File: src/hw/crpm_pkg.sv
`default_nettype none
package crpm_pkg;
	// ************************************************************
	// register map
	// ************************************************************
	localparam logic [7:0] CRPM_ADDR_EXTERNAL_INTERRUPT_FLAGS   = 8'h91;
	localparam logic [7:0] CRPM_ADDR_PMCTL  = 8'hC4;
	localparam logic [7:0] CRPM_ADDR_STATUS = 8'hC5;

	localparam int CRPM_CD_HI_BIT   = 7;
	localparam int CRPM_CD_LO_BIT   = 6;
	localparam int CRPM_ARE_BIT     = 5;
	localparam int CRPM_XOFF_BIT    = 3;
	localparam int CRPM_SRC_BIT     = 3;
	localparam int CRPM_RING_BIT    = 2;
	localparam int CRPM_PF_BIT      = 7;
	localparam int CRPM_HI_BIT      = 6;
	localparam int CRPM_LO_BIT      = 5;
	localparam int CRPM_XRDY_BIT    = 4;
	localparam int CRPM_ACT_LSB     = 0;

	localparam logic [1:0] CRPM_CD_RSVD = 2'h0;
	localparam logic [1:0] CRPM_CD_4    = 2'h1;
	localparam logic [1:0] CRPM_CD_64   = 2'h2;
	localparam logic [1:0] CRPM_CD_1024 = 2'h3;

	localparam int CRPM_DIV_4    = 4;
	localparam int CRPM_DIV_64   = 64;
	localparam int CRPM_DIV_1024 = 1024;
	localparam int CRPM_XTAL_WARMUP = 65536;

	// ************************************************************
	// carriers
	// ************************************************************
	typedef struct packed {
		logic       wr;
		logic [7:0] addr;
		logic [7:0] wdata;
	} crpm_sfr_t;

	typedef struct packed {
		logic [1:0] irq_req;
		logic [1:0] irq_en;
		logic [1:0] irq_high;
		logic       pf_active;
		logic       hi_active;
		logic       lo_active;
	} crpm_irq_t;

	typedef struct packed {
		logic [1:0] rx_en;
		logic [1:0] start_edge;
		logic [1:0] tx_write;
		logic [1:0] rx_busy;
		logic [1:0] tx_busy;
	} crpm_serial_t;
endpackage
`default_nettype wire

File: src/hw/crpm_cycle_rate.sv
// What this block does
// - default instruction cycle equals four source clocks.
// - reduced-speed mode keeps running at source/64 or source/1024.
// - divider code 00 reserved, 01 four (reset), 10 sixty-four, 11 1024.
// - a new divider takes effect after one instruction cycle.
// - the cycle strobe clocks every function, timers and baud included.
// - 64 or 1024 accepted only while current rate is four clocks.
// - only software writes enter reduced-speed mode.
// - restore enable bit allows hardware return to four clocks.
// - enabled, valid external interrupt triggers restore.
// - interrupt restores only if it could actually be taken.
// - start-bit edge on enabled receiver triggers restore.
// - write to either transmit buffer triggers restore.
// - start-bit detection raises no interrupt itself.
// - three read-only bits show levels in service.
// - port 0 receive and transmit activity bits.
// - same activity bits for port 1.
// - ring source divided by 4, 64 or 1024 likewise.
// - divider and source selections are independent.
// - source bit 1 crystal, 0 ring, after one cycle; ring flag reads 1.
// - crystal-off bit accepts 1 only while ring selected.
// - 65,536 crystal clocks before ready flag; crystal refused until ready.
// - restore changes divider only, never the source.
`default_nettype none
module crpm_cycle_rate
	import crpm_pkg::*;
#(
	parameter int WARMUP_CLOCKS = CRPM_XTAL_WARMUP
) (
	input  wire logic         i_clock,     // selected oscillator
	input  wire logic         i_rst_b,     // system reset
	input  wire crpm_sfr_t    i_sfr,       // register write port
	input  wire crpm_irq_t    i_irq,       // interrupt state
	input  wire crpm_serial_t i_serial,    // serial port state
	output logic              o_cycle,     // one-clock instruction cycle strobe
	output logic [7:0]        o_external_interrupt_flags,      // readback of external flags bits
	output logic [7:0]        o_pmctl,     // readback of power control
	output logic [7:0]        o_status,    // readback of status
	output logic              o_use_ring,  // ring drives the core
	output logic              o_xtal_off,  // crystal amplifier disabled
	output logic              o_restored   // one-clock restore pulse
);
	// ************************************************************
	// state
	// ************************************************************
	logic [1:0]  cd, next_cd, cd_pend, next_cd_pend;
	logic        are, next_are;
	logic        xoff, next_xoff;
	logic        src_xtal, next_src_xtal, src_pend, next_src_pend;
	logic        xrdy, next_xrdy;
	logic [16:0] warm, next_warm;
	logic [9:0]  div, next_div;
	logic        cyc, next_cyc;
	logic        rst_pulse, next_rst_pulse;
	logic        wr_pm, wr_ex, restore, irq_ok;

	function automatic logic [9:0] div_limit(input logic [1:0] code);
		case (code)
			CRPM_CD_64:   div_limit = 10'(CRPM_DIV_64 - 1);
			CRPM_CD_1024: div_limit = 10'(CRPM_DIV_1024 - 1);
			default:      div_limit = 10'(CRPM_DIV_4 - 1);
		endcase
	endfunction

	assign wr_pm = i_sfr.wr && (i_sfr.addr == CRPM_ADDR_PMCTL);
	assign wr_ex = i_sfr.wr && (i_sfr.addr == CRPM_ADDR_EXTERNAL_INTERRUPT_FLAGS);

	// ************************************************************
	// restore qualification
	// ************************************************************
	always_comb begin
		irq_ok = 1'b0;
		for (int k = 0; k < 2; k++) begin
			// a source must outrank the level in service to be taken
			if (i_irq.irq_req[k] && i_irq.irq_en[k] && !i_irq.pf_active) begin
				if (i_irq.irq_high[k] ? !i_irq.hi_active
						: !(i_irq.hi_active || i_irq.lo_active)) begin
					irq_ok = 1'b1;
				end
			end
		end
		// start edges feed restore only; no interrupt is raised from them
		restore = are && (irq_ok || |(i_serial.start_edge & i_serial.rx_en)
			|| |i_serial.tx_write);
	end

	// ************************************************************
	// control registers
	// ************************************************************
	always_comb begin
		next_cd        = cd;
		next_cd_pend   = cd_pend;
		next_are       = are;
		next_xoff      = xoff;
		next_src_xtal  = src_xtal;
		next_src_pend  = src_pend;
		next_xrdy      = xrdy;
		next_warm      = warm;
		next_rst_pulse = 1'b0;
		if (wr_pm) begin
			next_are = i_sfr.wdata[CRPM_ARE_BIT];
			// only software reaches the slow codes, and only from four clocks
			if (i_sfr.wdata[CRPM_CD_HI_BIT:CRPM_CD_LO_BIT] == CRPM_CD_4) begin
				next_cd_pend = CRPM_CD_4;
			end else if (i_sfr.wdata[CRPM_CD_HI_BIT:CRPM_CD_LO_BIT] != CRPM_CD_RSVD
					&& cd == CRPM_CD_4 && cd_pend == CRPM_CD_4) begin
				next_cd_pend = i_sfr.wdata[CRPM_CD_HI_BIT:CRPM_CD_LO_BIT];
			end
			if (i_sfr.wdata[CRPM_XOFF_BIT]) begin
				if (!src_pend && !src_xtal) begin
					next_xoff = 1'b1;
					next_xrdy = 1'b0;
				end
			end else if (xoff) begin
				next_xoff = 1'b0;
				next_warm = '0;
			end
		end
		if (wr_ex) begin
			if (!i_sfr.wdata[CRPM_SRC_BIT]) begin
				next_src_pend = 1'b0;
			end else if (xrdy && !xoff) begin
				next_src_pend = 1'b1;
			end
		end
		if (!xoff && !xrdy) begin
			next_warm = warm + 17'h00001;
			if (warm == 17'(WARMUP_CLOCKS - 1)) begin
				next_xrdy = 1'b1;
			end
		end
		if (restore && (next_cd_pend != CRPM_CD_4 || cd != CRPM_CD_4)) begin
			next_cd_pend   = CRPM_CD_4;
			next_cd        = CRPM_CD_4;
			next_rst_pulse = 1'b1;
		end else if (cyc) begin
			next_cd       = cd_pend;
			next_src_xtal = src_pend;
		end
	end

	// ************************************************************
	// cycle divider
	// ************************************************************
	always_comb begin
		next_cyc = 1'b0;
		next_div = div + 10'h001;
		if (div >= div_limit(next_cd)) begin
			next_div = '0;
			next_cyc = 1'b1;
		end
	end

	always_ff @(posedge i_clock or negedge i_rst_b) begin
		if (!i_rst_b) begin
			cd        <= CRPM_CD_4;
			cd_pend   <= CRPM_CD_4;
			are       <= 1'b0;
			xoff      <= 1'b0;
			src_xtal  <= 1'b1;
			src_pend  <= 1'b1;
			xrdy      <= 1'b1;
			warm      <= '0;
			div       <= '0;
			cyc       <= 1'b0;
			rst_pulse <= 1'b0;
		end else begin
			cd        <= next_cd;
			cd_pend   <= next_cd_pend;
			are       <= next_are;
			xoff      <= next_xoff;
			src_xtal  <= next_src_xtal;
			src_pend  <= next_src_pend;
			xrdy      <= next_xrdy;
			warm      <= next_warm;
			div       <= next_div;
			cyc       <= next_cyc;
			rst_pulse <= next_rst_pulse;
		end
	end

	// ************************************************************
	// readback; start-bit edges feed only restore, never an interrupt
	// ************************************************************
	always_ff @(posedge i_clock or negedge i_rst_b) begin
		if (!i_rst_b) begin
			o_external_interrupt_flags     <= 8'h08;
			o_pmctl    <= 8'h40;
			o_status   <= 8'h10;
			o_use_ring <= 1'b0;
			o_xtal_off <= 1'b0;
			o_cycle    <= 1'b0;
			o_restored <= 1'b0;
		end else begin
			o_external_interrupt_flags     <= '0;
			o_external_interrupt_flags[CRPM_SRC_BIT]  <= next_src_pend;
			o_external_interrupt_flags[CRPM_RING_BIT] <= !next_src_xtal;
			o_pmctl    <= '0;
			o_pmctl[CRPM_CD_HI_BIT:CRPM_CD_LO_BIT] <= next_cd_pend;
			o_pmctl[CRPM_ARE_BIT]  <= next_are;
			o_pmctl[CRPM_XOFF_BIT] <= next_xoff;
			o_status   <= '0;
			o_status[CRPM_PF_BIT]   <= i_irq.pf_active;
			o_status[CRPM_HI_BIT]   <= i_irq.hi_active;
			o_status[CRPM_LO_BIT]   <= i_irq.lo_active;
			o_status[CRPM_XRDY_BIT] <= next_xrdy;
			for (int p = 0; p < 2; p++) begin
				o_status[CRPM_ACT_LSB + 2*p]     <= i_serial.rx_busy[p];
				o_status[CRPM_ACT_LSB + 2*p + 1] <= i_serial.tx_busy[p];
			end
			o_use_ring <= !next_src_xtal;
			o_xtal_off <= next_xoff;
			o_cycle    <= next_cyc;
			o_restored <= next_rst_pulse;
		end
	end
endmodule // crpm_cycle_rate
`default_nettype wire

File: config.mk
export PLATFORM = sky130hd
export DESIGN_NAME = crpm_cycle_rate
export DESIGN_NICKNAME = d
export VERILOG_FILES = /design/src/hw/crpm_pkg.sv /design/src/hw/crpm_cycle_rate.sv
export SDC_FILE = /design/constraint.sdc
export NUM_CORES = 1
export LEC_CHECK = 0
export BUFFER_PORTS_ARGS = -buffer_cell sky130_fd_sc_hd__buf_4
export CORE_UTILIZATION = 47
export CTS_CLUSTER_DIAMETER = 50
export DETAILED_ROUTE_END_ITERATION = 7
export PLACE_DENSITY = 0.86
export REMOVE_ABC_BUFFERS = 1
export SYNTH_ARGS = -nofsm -noshare
export SYNTH_HDL_FRONTEND = slang
export SYNTH_SLANG_ARGS = --single-unit
File: constraint.sdc
create_clock -name i_clock -period 2.5 [get_ports i_clock]
set_clock_uncertainty 0.2 [all_clocks]
set_input_delay 0.5 -clock i_clock [delete_from_list [all_inputs] [get_ports i_clock]]
set_output_delay 0.5 -clock i_clock [all_outputs]
set_load 0.01 [all_outputs]
==> flow_metrics.py, run 1 <==
metrics = {
    "routing": {
        "drc": 0,
        "firstDrtPassIters": 4,
        "ant_nets": 0,
        "wire_per_inst_um": 15.94,
        "wl_um": 6264,
        "vias": 2237,
        "via_per_inst": 5.692,
        "drtIter0Drc": 202,
    },
    "synthesis": {
        "yosys_warnings": 0,
        "synth_area_sq_um": 2456,
        "post-synth-top-count-cell": "dfrtp_1",
        "seq_area_frac_synth_pct": 47.12,
        "yosys-top-cells-count": "dfrtp_1, nor2_1, nand2_1, o21ai_0, buf_4",
        "ys_types": 48,
        "synth_enable_flop_cells": 0,
        "synth_seq_cells": 46,
        "async_flop_share_pct": 100.0,
        "synth_cells": 253,
        "synth_area_leaders": "dfrtp_1, ha_1, dfstp_2, buf_4, nor2_1",
        "syn_avg_cell_area_sq_um": 9.708,
        "synth_top_cell_by_area": "dfrtp_1",
        "synth_top_area_share_pct": 41.77,
        "synth_flop_cell": "dfrtp_1",
    },
    "cells_and_area": {
        "multi_input_area_sq_um": 1230,
        "nNetsFinal": 374,
        "fill_cells": 345,
        "post-route-util_pct": 65.64,
        "ff_latch_area_sq_um": 1157,
        "syn2layout_area_growth_pct": 30.41,
        "antenna_cells": 0,
        "layout-drive-gt1-share_pct": 33.13,
        "finalInstanceArea_sq_um": 3203,
    },
    "clock_tree": {
        "cts_tree": "done",
        "cts_sinks": 46,
        "cts_buffer_depth": 2,
        "htreeDepth": 2,
        "cts.clk_slew.worst_paths_ns": 0.08,
        "clockRootBuffer": "clkbuf_8",
        "clock_latency_ns": 0.30,
        "cts_buffers": 5,
    },
    "timing": {
        "clock.fmax_ghz": 0.2982,
        "hold_ws_ns": 0.1022,
        "slew_violations": 0,
        "finalHoldViolCount": 0,
        "fin_crit_ns": 3.353,
        "grt_setup_unrepaired": "yes",
        "min_period_over_period_pct": 134.1,
        "setup_violations": 11,
        "worst_slew_pin_slew_ns": 0.7275,
        "fin_ws_ns": -0.8531,
        "setup_tns_ns": -9.168,
        "relSlewSlack_pct": 51.32,
    },
    "power_and_ir_drop": {
        "powerDensity_nw_per_um2": 722.4,
        "vdd_drop_max_v": 0.0003396,
        "p_leak_nw": 1.474,
    },
    "die": {
        "io_pins": 66,
        "coreArea_sq_um": 4880,
        "fp.dieH_um": 74.29,
        "die-area_sq_um": 5519,
        "initial_core_util_pct": 50.33,
        "rows": 25,
        "die_x_um": 74.29,
    },
    "worst_setup_path": {
        "cp_max_fo": 5,
        "critPathKind": "primary input to flip-flop",
        "critPathLaunchType": "primary input",
        "cp-end-kind": "flip-flop",
        "arrival_ns": 3.39,
        "worstPathRequired_ns": 2.53,
        "reg2reg_setup_slack_ns": -0.22,
    },
    "global_routing": {
        "grt_first_pass_wirelength_um": 9722,
        "grt_max_degree": 47,
        "grt_overflow": 0,
        "grtUsageTotal_pct": 23.28,
        "grt_pass1_vias": 2242,
        "antenna_found_initial": 0,
    },
    "outcome": {
        "status": "complete, but fails checks",
        "violations": "negative setup slack",
    },
    "run": {
        "max-cap-violations": 0,
    },
    "place": {
        "dp_hpwl_um": 4011,
        "place.gp.congestion": 0.7987,
        "placedInstanceArea_sq_um": 2972,
        "port_buffers": 51,
    },
    "worst_hold_path": {
        "hp-class": "primary input to flip-flop",
    },
}
[layer usage]
layer  up-vias  wire, um  GRT usage [%]
li1       1008         -              -
met1      1094      2347          25.15
met2       111      3253          42.02
met3        24       432          5.962
met4         0       231          11.95
met5         -         0              0
[path summary, 6_finish.rpt]
kind,start,endpoint,cells after the start
min in group asynchronous,i_rst_b,warm[16]$_DFFE_PN0P_,2
worst min-delay path,i_serial[3],o_status[2]$_DFF_PN0_,1
worst max register to register,cd[0]$_DFF_PN1_,div[9]$_DFF_PN0_,11
max in group asynchronous,i_rst_b,div[1]$_DFF_PN0_,2
worst max-delay path,i_sfr[11],div[9]$_DFF_PN0_,13
worst min register to register,div[0]$_DFF_PN0_,div[0]$_DFF_PN0_,1
[timing repair]
item,in CTS,in global routing
gates resized for setup,9,12
gates cloned,1,0
setup buffers,2,1
endpoints found under the hold margin,2,0
pin swaps,11,10
hold buffers,1,0
endpoints found under the setup margin,11,11
[power by group]
part | total [W] | leakage [nW] | internal [W] | switching [W]
Clock | 0.000549 | 0.0514 | 0.000298 | 0.000251
Combinational | 0.000746 | 0.845 | 0.000357 | 0.000389
Sequential | 0.00102 | 0.578 | 0.000877 | 0.000141
[per-stage QoR]
step / cells / worst slack, ns / total power, W
6_report: 393 / -0.8531 / 0.002314
2_1_floorplan: 241 / -1.272 / 0.001346
5_1_grt: 393 / -0.8795 / 0.002437
4_1_cts: 392 / -0.9086 / 0.002198
3_3_place_gp: 380 / -1.092 / 0.001561
3_5_place_dp: 380 / -1.240 / 0.001595
[cell usage in the layout (no fill, tap or decap), types with 2 or more instances in the layout]
cell | Yosys | layout
ha_1 | 11 | 9
buf_6 | 1 | 3
ha_4 | 0 | 2
clkbuf_8 | 0 | 5
buf_4 | 15 | 73
a211o_1 | 2 | 2
a21oi_1 | 10 | 10
nor2_4 | 0 | 3
nand2_1 | 21 | 21
nand3_1 | 13 | 13
inv_1 | 8 | 8
o21ai_1 | 3 | 4
nor2b_1 | 4 | 4
nor3_1 | 4 | 4
nand4_1 | 4 | 4
a21o_1 | 3 | 3
conb_1 | 1 | 10
a31oi_1 | 6 | 6
xnor2_1 | 4 | 4
nor2_1 | 27 | 20
xor2_1 | 6 | 6
mux2i_1 | 3 | 3
and3_1 | 4 | 4
nor2_2 | 0 | 4
o41ai_1 | 2 | 2
dfstp_2 | 5 | 5
dfrtp_1 | 41 | 41
o21ai_0 | 20 | 19
o22ai_1 | 2 | 2
nand2b_1 | 4 | 4
[cell families after synthesis]
logic type	share of synthesized area, %
flip-flops	47.12
adder cells (fa/ha/maj)	5.604
buffers and inverters	7.030
XOR/XNOR	3.566
other	0.1527
multiplexers	1.834
AND/OR/NAND/NOR	18.85
AO/OA/AOI/OAI	15.84
[critical path, stage by stage]
cell      delay (ns)
buf_6           0.09
or4b_4          0.54
or3_4           0.40
o32ai_4         0.24
a21oi_2         0.12
or2_4           0.29
ha_4            0.22
a21o_1          0.15
a21o_1          0.21
a211oi_2        0.24
o21ai_1         0.13
buf_4           0.18
nor2_2          0.08
[layout make-up]
type / instances / share of cell area [%]
Clock inverter: 2 / 1.172
Tap cell: 67 / 2.617
Inverter: 8 / 0.9375
Multi-Input combinational cell: 187 / 38.40
Sequential cell: 46 / 36.13
Timing Repair Buffer: 77 / 18.48
Clock buffer: 6 / 2.266
[sequential cells by signal, summed over array words and instances, names as in the netlist]
register	count
o_status	8
warm	17
o_restored	1
div	10
o_external_interrupt_flags	2
o_pmctl	3
src_xtal	1
cd	2
cd_pend	1
o_cycle	1
(Power assumes the default switching activity.)
==> inputs of run 2 (changes only) <==
--- a/config.mk
+++ b/config.mk
@@ -6,6 +6,7 @@
 export NUM_CORES = 1
 export LEC_CHECK = 0
 export BUFFER_PORTS_ARGS = -buffer_cell sky130_fd_sc_hd__buf_4
+export CORE_MARGIN = 1.5
 export CORE_UTILIZATION = 47
 export CTS_CLUSTER_DIAMETER = 50
 export DETAILED_ROUTE_END_ITERATION = 7
==> run 2 against run 1 <==
Effect of this change:
- the run ends with negative hold slack, negative setup slack left
- design area is 0.55% higher
- non-clock buffer count rose by 2
- power fell by 1.6%
- clock-buffer cell count shrank 1
- via count is 3.1% lower
- utilization fell by 2.2 points
- critical path depth unchanged
- worst hold slack got worse by 0.12 ns
- combinational power is 5.2% higher
- register-to-register slack worse by 0.11 ns
- routed wire length down 3.0%
- critical path type unchanged
- largest power group unchanged
- highest routed layer unchanged
==> flow_metrics.py, run 2 (synthesis results as in run 1) <==
metrics = {
    "global_routing": {
        "grt_max_degree": 47,
        "antenna_found_initial": 0,
        "grt_overflow": 0,
        "grt_pass1_vias": 2019,
        "grt_first_pass_wirelength_um": 8956,
        "grtUsageTotal_pct": 21.00,
    },
    "clock_tree": {
        "cts_hold_buf": 0,
        "cts_buffer_depth": 2,
        "htreeDepth": 2,
        "cts_sinks": 46,
        "cts_buffers": 5,
        "clock_latency_ns": 0.31,
        "clockRootBuffer": "clkbuf_8",
        "cts_tree": "done",
        "cts.clk_slew.worst_paths_ns": 0.09,
    },
    "routing": {
        "ant_nets": 0,
        "via_per_inst": 5.447,
        "drtIter0Drc": 219,
        "drc": 0,
        "firstDrtPassIters": 4,
        "wire_per_inst_um": 15.27,
        "wl_um": 6076,
        "vias": 2168,
    },
    "worst_setup_path": {
        "worstPathRequired_ns": 2.55,
        "cp_max_fo": 5,
        "cp-end-kind": "flip-flop",
        "arrival_ns": 3.51,
        "critPathLaunchType": "primary input",
        "critPathKind": "primary input to flip-flop",
    },
    "cells_and_area": {
        "post-route-util_pct": 63.46,
        "antenna_cells": 0,
        "nNetsFinal": 376,
        "syn2layout_area_growth_pct": 31.13,
        "largest_register_ffs": 17,
        "reg.largest.list": "warm x17, div x10, o_status x8",
        "layout_common_cells": "buf_4, dfrtp_1, nand2_1",
        "layout-drive-gt1-share_pct": 35.06,
        "max_flop_register": "warm",
        "fill_cells": 365,
        "layout_commonest_cell": "buf_4",
    },
    "die": {
        "fp.dieH_um": 75.29,
        "initial_core_util_pct": 48.40,
        "rows": 26,
        "coreArea_sq_um": 5075,
        "die_x_um": 75.29,
        "io_pins": 66,
        "die-area_sq_um": 5669,
    },
    "place": {
        "port_buffers": 51,
        "place.gp.congestion": 0.7790,
        "dp_hpwl_um": 4001,
    },
    "timing": {
        "grt_setup_unrepaired": "yes",
        "clock.fmax_ghz": 0.2891,
        "slew_violations": 0,
        "fin_crit_ns": 3.460,
        "worst_slew_pin_slew_ns": 0.7799,
        "min_period_over_period_pct": 138.4,
        "hold_ws_ns": -0.02055,
        "fin_ws_ns": -0.9596,
        "relSlewSlack_pct": 47.82,
        "finalHoldViolCount": 35,
        "setup_violations": 11,
    },
    "outcome": {
        "violations": "negative hold slack, negative setup slack",
        "status": "complete, but fails checks",
    },
    "power_and_ir_drop": {
        "powerDensity_nw_per_um2": 707.0,
        "p_leak_nw": 1.479,
        "total_power_w": 0.002277,
        "vdd_drop_max_v": 0.0003243,
    },
    "run": {
        "max-cap-violations": 0,
    },
    "worst_hold_path": {
        "hp-class": "primary input to async pin",
    },
}
## run 2: repair_timing
action,4_1_cts,5_1_grt
cloned,1,0
pin swaps,18,7
endpoints found under the setup margin,11,12
buffers inserted,2,1
resized for setup,13,14
hold endpoints to repair,0,0
## run 2: cell type report
cell class / count / area [sq um] / area share, %
multi-input combinational: 187 / 1244 / 38.62
sequential: 46 / 1157 / 35.94
timing repair buffer: 79 / 611.8 / 19.00
tap: 70 / 87.58 / 2.720
clock buffer: 5 / 68.82 / 2.137
inverter: 8 / 30.03 / 0.9324
clock inverter: 3 / 21.27 / 0.6605
## run 2: layer usage
metal | up-vias | share of wire (%) | routed length, um | global-route usage (%)
li1 | 1015 | - | - | -
met1 | 1048 | 39 | 2354 | 24.04
met2 | 96 | 53 | 3215 | 38.89
met3 | 9 | 6.6 | 398 | 4.233
met4 | 0 | 1.8 | 107 | 7.143
met5 | - | 0 | 0 | 0
## run 2: worst max-delay path, cell delays in order
cell and delay (ns):
buf_6 0.09, or4b_4 0.53, or3_4 0.40, o32ai_4 0.25, a21oi_2 0.11, or2_1 0.28
ha_1 0.29, a21o_1 0.17, a21o_1 0.19, a211oi_2 0.30, o21ai_2 0.14, buf_6 0.16
nor2_2 0.10
## run 2: report_power, final
group          total (W)  internal (W)  switching (W)  leakage [nW]
combinational   0.000785      0.000387       0.000398         0.858
clock           0.000468      0.000197       0.000272        0.0441
sequential       0.00102      0.000877       0.000146         0.578
## run 2: final timing paths
kind	startpoint	to	slack, ns	depth (start not counted)
max	i_sfr[13]	div[2]$_DFF_PN0_	-0.96	13
min	i_rst_b	o_status[2]$_DFF_PN0_	-0.02	1
max reg2reg	cd[0]$_DFF_PN1_	div[2]$_DFF_PN0_	-0.33	11
min reg2reg	warm[9]$_DFFE_PN0P_	warm[9]$_DFFE_PN0P_	0.27	1
max in group asynchronous	i_rst_b	o_pmctl[7]$_DFF_PN0_	1.73	1
min in group i_clock	i_serial[3]	o_status[2]$_DFF_PN0_	0.08	1
## run 2: stage by stage
| stage | TNS (ns) | worst slack [ns] | hold WS, ns | instance area (sq um) | cells |
|---|---|---|---|---|---|
| finish | -10.22 | -0.9596 | -0.02055 | 3221 | 398 |
| CTS | -8.935 | -0.8372 | 0.005963 | 3167 | 397 |
| floorplan | -13.88 | -1.272 | 0.004409 | 2347 | 241 |
| global route | -10.99 | -1.027 | 0.02550 | 3221 | 398 |
| global placement | -12.51 | -1.124 | 0.2515 | 2998 | 386 |
| detailed placement | -13.68 | -1.217 | 0.2514 | 2998 | 386 |
==> inputs of run 3 (changes only) <==
==> constraint.sdc (replaced) <==
create_clock -name i_clock -period 2.5 [get_ports i_clock]
set_clock_uncertainty 0.2 [all_clocks]
set_input_delay 0.25 -clock i_clock [delete_from_list [all_inputs] [get_ports i_clock]]
set_output_delay 0.25 -clock i_clock [all_outputs]
set_load 0.01 [all_outputs]
==> run 3 against run 2 <==
Effect of this change:
- maximum frequency grew 12%
- highest routed layer unchanged
- utilization grew 2.2 points
- worst hold slack improved by 0.085 ns
- largest power group unchanged
- the flow finishes with violations (negative setup slack)
- critical endpoint is now div[7]$_DFF_PN0_
==> flow_metrics.py, run 3 (synthesis results as in run 1) <==
metrics = {
    "clock_tree": {
        "htreeDepth": 2,
        "cts.clk_slew.worst_paths_ns": 0.09,
        "clockRootBuffer": "clkbuf_8",
        "cts_buffers": 5,
        "cts_sinks": 46,
        "cts_tree": "done",
        "clock_latency_ns": 0.30,
        "cts_buffer_depth": 2,
    },
    "routing": {
        "wire_per_inst_um": 17.77,
        "drtIter0Drc": 257,
        "firstDrtPassIters": 7,
        "ant_nets": 0,
        "via_per_inst": 5.839,
        "vias": 2359,
        "drc": 0,
        "wl_um": 7178,
    },
    "timing": {
        "fin_crit_ns": 3.101,
        "setup_tns_ns": -6.340,
        "slew_violations": 0,
        "worst_slew_pin_slew_ns": 0.7616,
        "relSlewSlack_pct": 49.04,
        "setup_violations": 11,
        "finalHoldViolCount": 0,
        "min_period_over_period_pct": 124.0,
        "clock.fmax_ghz": 0.3225,
        "fin_ws_ns": -0.6009,
        "grt_setup_unrepaired": "yes",
        "hold_ws_ns": 0.06415,
    },
    "place": {
        "placedCellCount": 384,
        "port_buffers": 51,
        "dp_hpwl_um": 3921,
        "place.gp.congestion": 0.7612,
        "place_ws_ns": -0.9696,
    },
    "worst_setup_path": {
        "critPathKind": "primary input to flip-flop",
        "critPathLaunchType": "primary input",
        "path_common_cell": "buf_6",
        "cp-end-kind": "flip-flop",
        "slowest_delay_ns": 0.54,
        "path_cells": "buf_6, or4b_4, buf_4, nor3_1, a31oi_1, a21oi_2, nand2b_4, ha_1, a211o_1, a211oi_2, o21ai_2, buf_6, nor2_1",
        "arrival_ns": 3.14,
        "worstPathRequired_ns": 2.54,
        "critPathSlowestCell": "or4b_4",
        "cp_max_fo": 5,
    },
    "global_routing": {
        "grt_max_degree": 47,
        "grt_pass1_vias": 2187,
        "grt_overflow": 0,
        "antenna_found_initial": 0,
        "grt_first_pass_wirelength_um": 10130,
        "grtUsageTotal_pct": 24.20,
    },
    "cells_and_area": {
        "antenna_cells": 0,
        "layout_common_cells": "buf_4, dfrtp_1, nand2_1",
        "syn2layout_area_growth_pct": 35.76,
        "final_cells": 404,
        "max_flop_register": "warm",
        "layout-drive-gt1-share_pct": 33.53,
        "nNetsFinal": 382,
        "largest_register_ffs": 17,
        "layout_commonest_cell": "buf_4",
        "multi_input_area_sq_um": 1267,
        "fill_cells": 337,
        "reg.largest.list": "warm x17, div x10, o_status x8",
        "ff_latch_area_sq_um": 1157,
    },
    "die": {
        "fp.dieH_um": 75.29,
        "rows": 26,
        "initial_core_util_pct": 48.40,
        "die_x_um": 75.29,
        "die-area_sq_um": 5669,
        "io_pins": 66,
        "coreArea_sq_um": 5075,
    },
    "power_and_ir_drop": {
        "vdd_drop_max_v": 0.0002966,
        "p_leak_nw": 1.520,
        "total_power_w": 0.002390,
        "powerDensity_nw_per_um2": 716.9,
    },
    "worst_hold_path": {
        "hp-class": "primary input to flip-flop",
    },
    "run": {
        "max-cap-violations": 0,
    },
    "outcome": {
        "status": "complete, but fails checks",
        "violations": "negative setup slack",
    },
}
## run 3: what timing repair did
action,4_1_cts,5_1_grt
pin swaps,18,10
buffers inserted,0,1
hold buffers,10,0
endpoints found under the hold margin,50,0
gates cloned,1,0
endpoints found under the setup margin,11,11
resized for setup,14,16
## run 3: where the power goes
part           leakage (nW)  switching [W]  internal [W]
Combinational         0.891       0.000412      0.000392
Clock                0.0514       0.000259      0.000298
Sequential            0.578       0.000151      0.000878
## run 3: path summary, 6_finish.rpt
kind	slack (ns)	cells past startpoint	startpoint	endpoint
worst max-delay path	-0.60	13	i_sfr[13]	div[7]$_DFF_PN0_
worst min register to register	0.31	1	warm[9]$_DFFE_PN0P_	warm[9]$_DFFE_PN0P_
worst min-delay path	0.06	3	i_sfr[7]	cd_pend[0]$_DFF_PN1_
worst max register to register	-0.22	11	cd[0]$_DFF_PN1_	div[7]$_DFF_PN0_
min in group asynchronous	0.29	2	i_rst_b	o_status[2]$_DFF_PN0_
max in group asynchronous	1.42	2	i_rst_b	div[9]$_DFF_PN0_
## run 3: per-stage QoR
stage,utilization [%],instance area (sq um)
2_1_floorplan,-,2347
3_3_place_gp,58.78,2983
3_5_place_dp,58.78,2983
4_1_cts,64.00,3248
5_1_grt,65.71,3334
6_report,65.71,3334
## run 3: cell type report
cell class	count	area share [%]
inverter	8	0.9006
clock buffer	6	2.176
tap	70	2.627
timing repair buffer	85	20.45
clock inverter	2	1.126
sequential	46	34.71
multi-input combinational	187	38.01
## run 3: routing by layer
metal | GRT usage [%] | vias up | routed length, um
met1 | 26.45 | 1143 | 2597
met5 | 0 | - | 0
met2 | 41.03 | 149 | 3676
met4 | 14.29 | 0 | 319
li1 | - | 1032 | -
met3 | 7.937 | 35 | 585
## run 3: worst max-delay path: cells and delay by family
kind / cells / cell delay (ns)
buffers and inverters: 3 / 0.41
AO/OA/AOI/OAI: 5 / 1.17
AND/OR/NAND/NOR: 4 / 1.08
adder cells (fa/ha/maj): 1 / 0.24
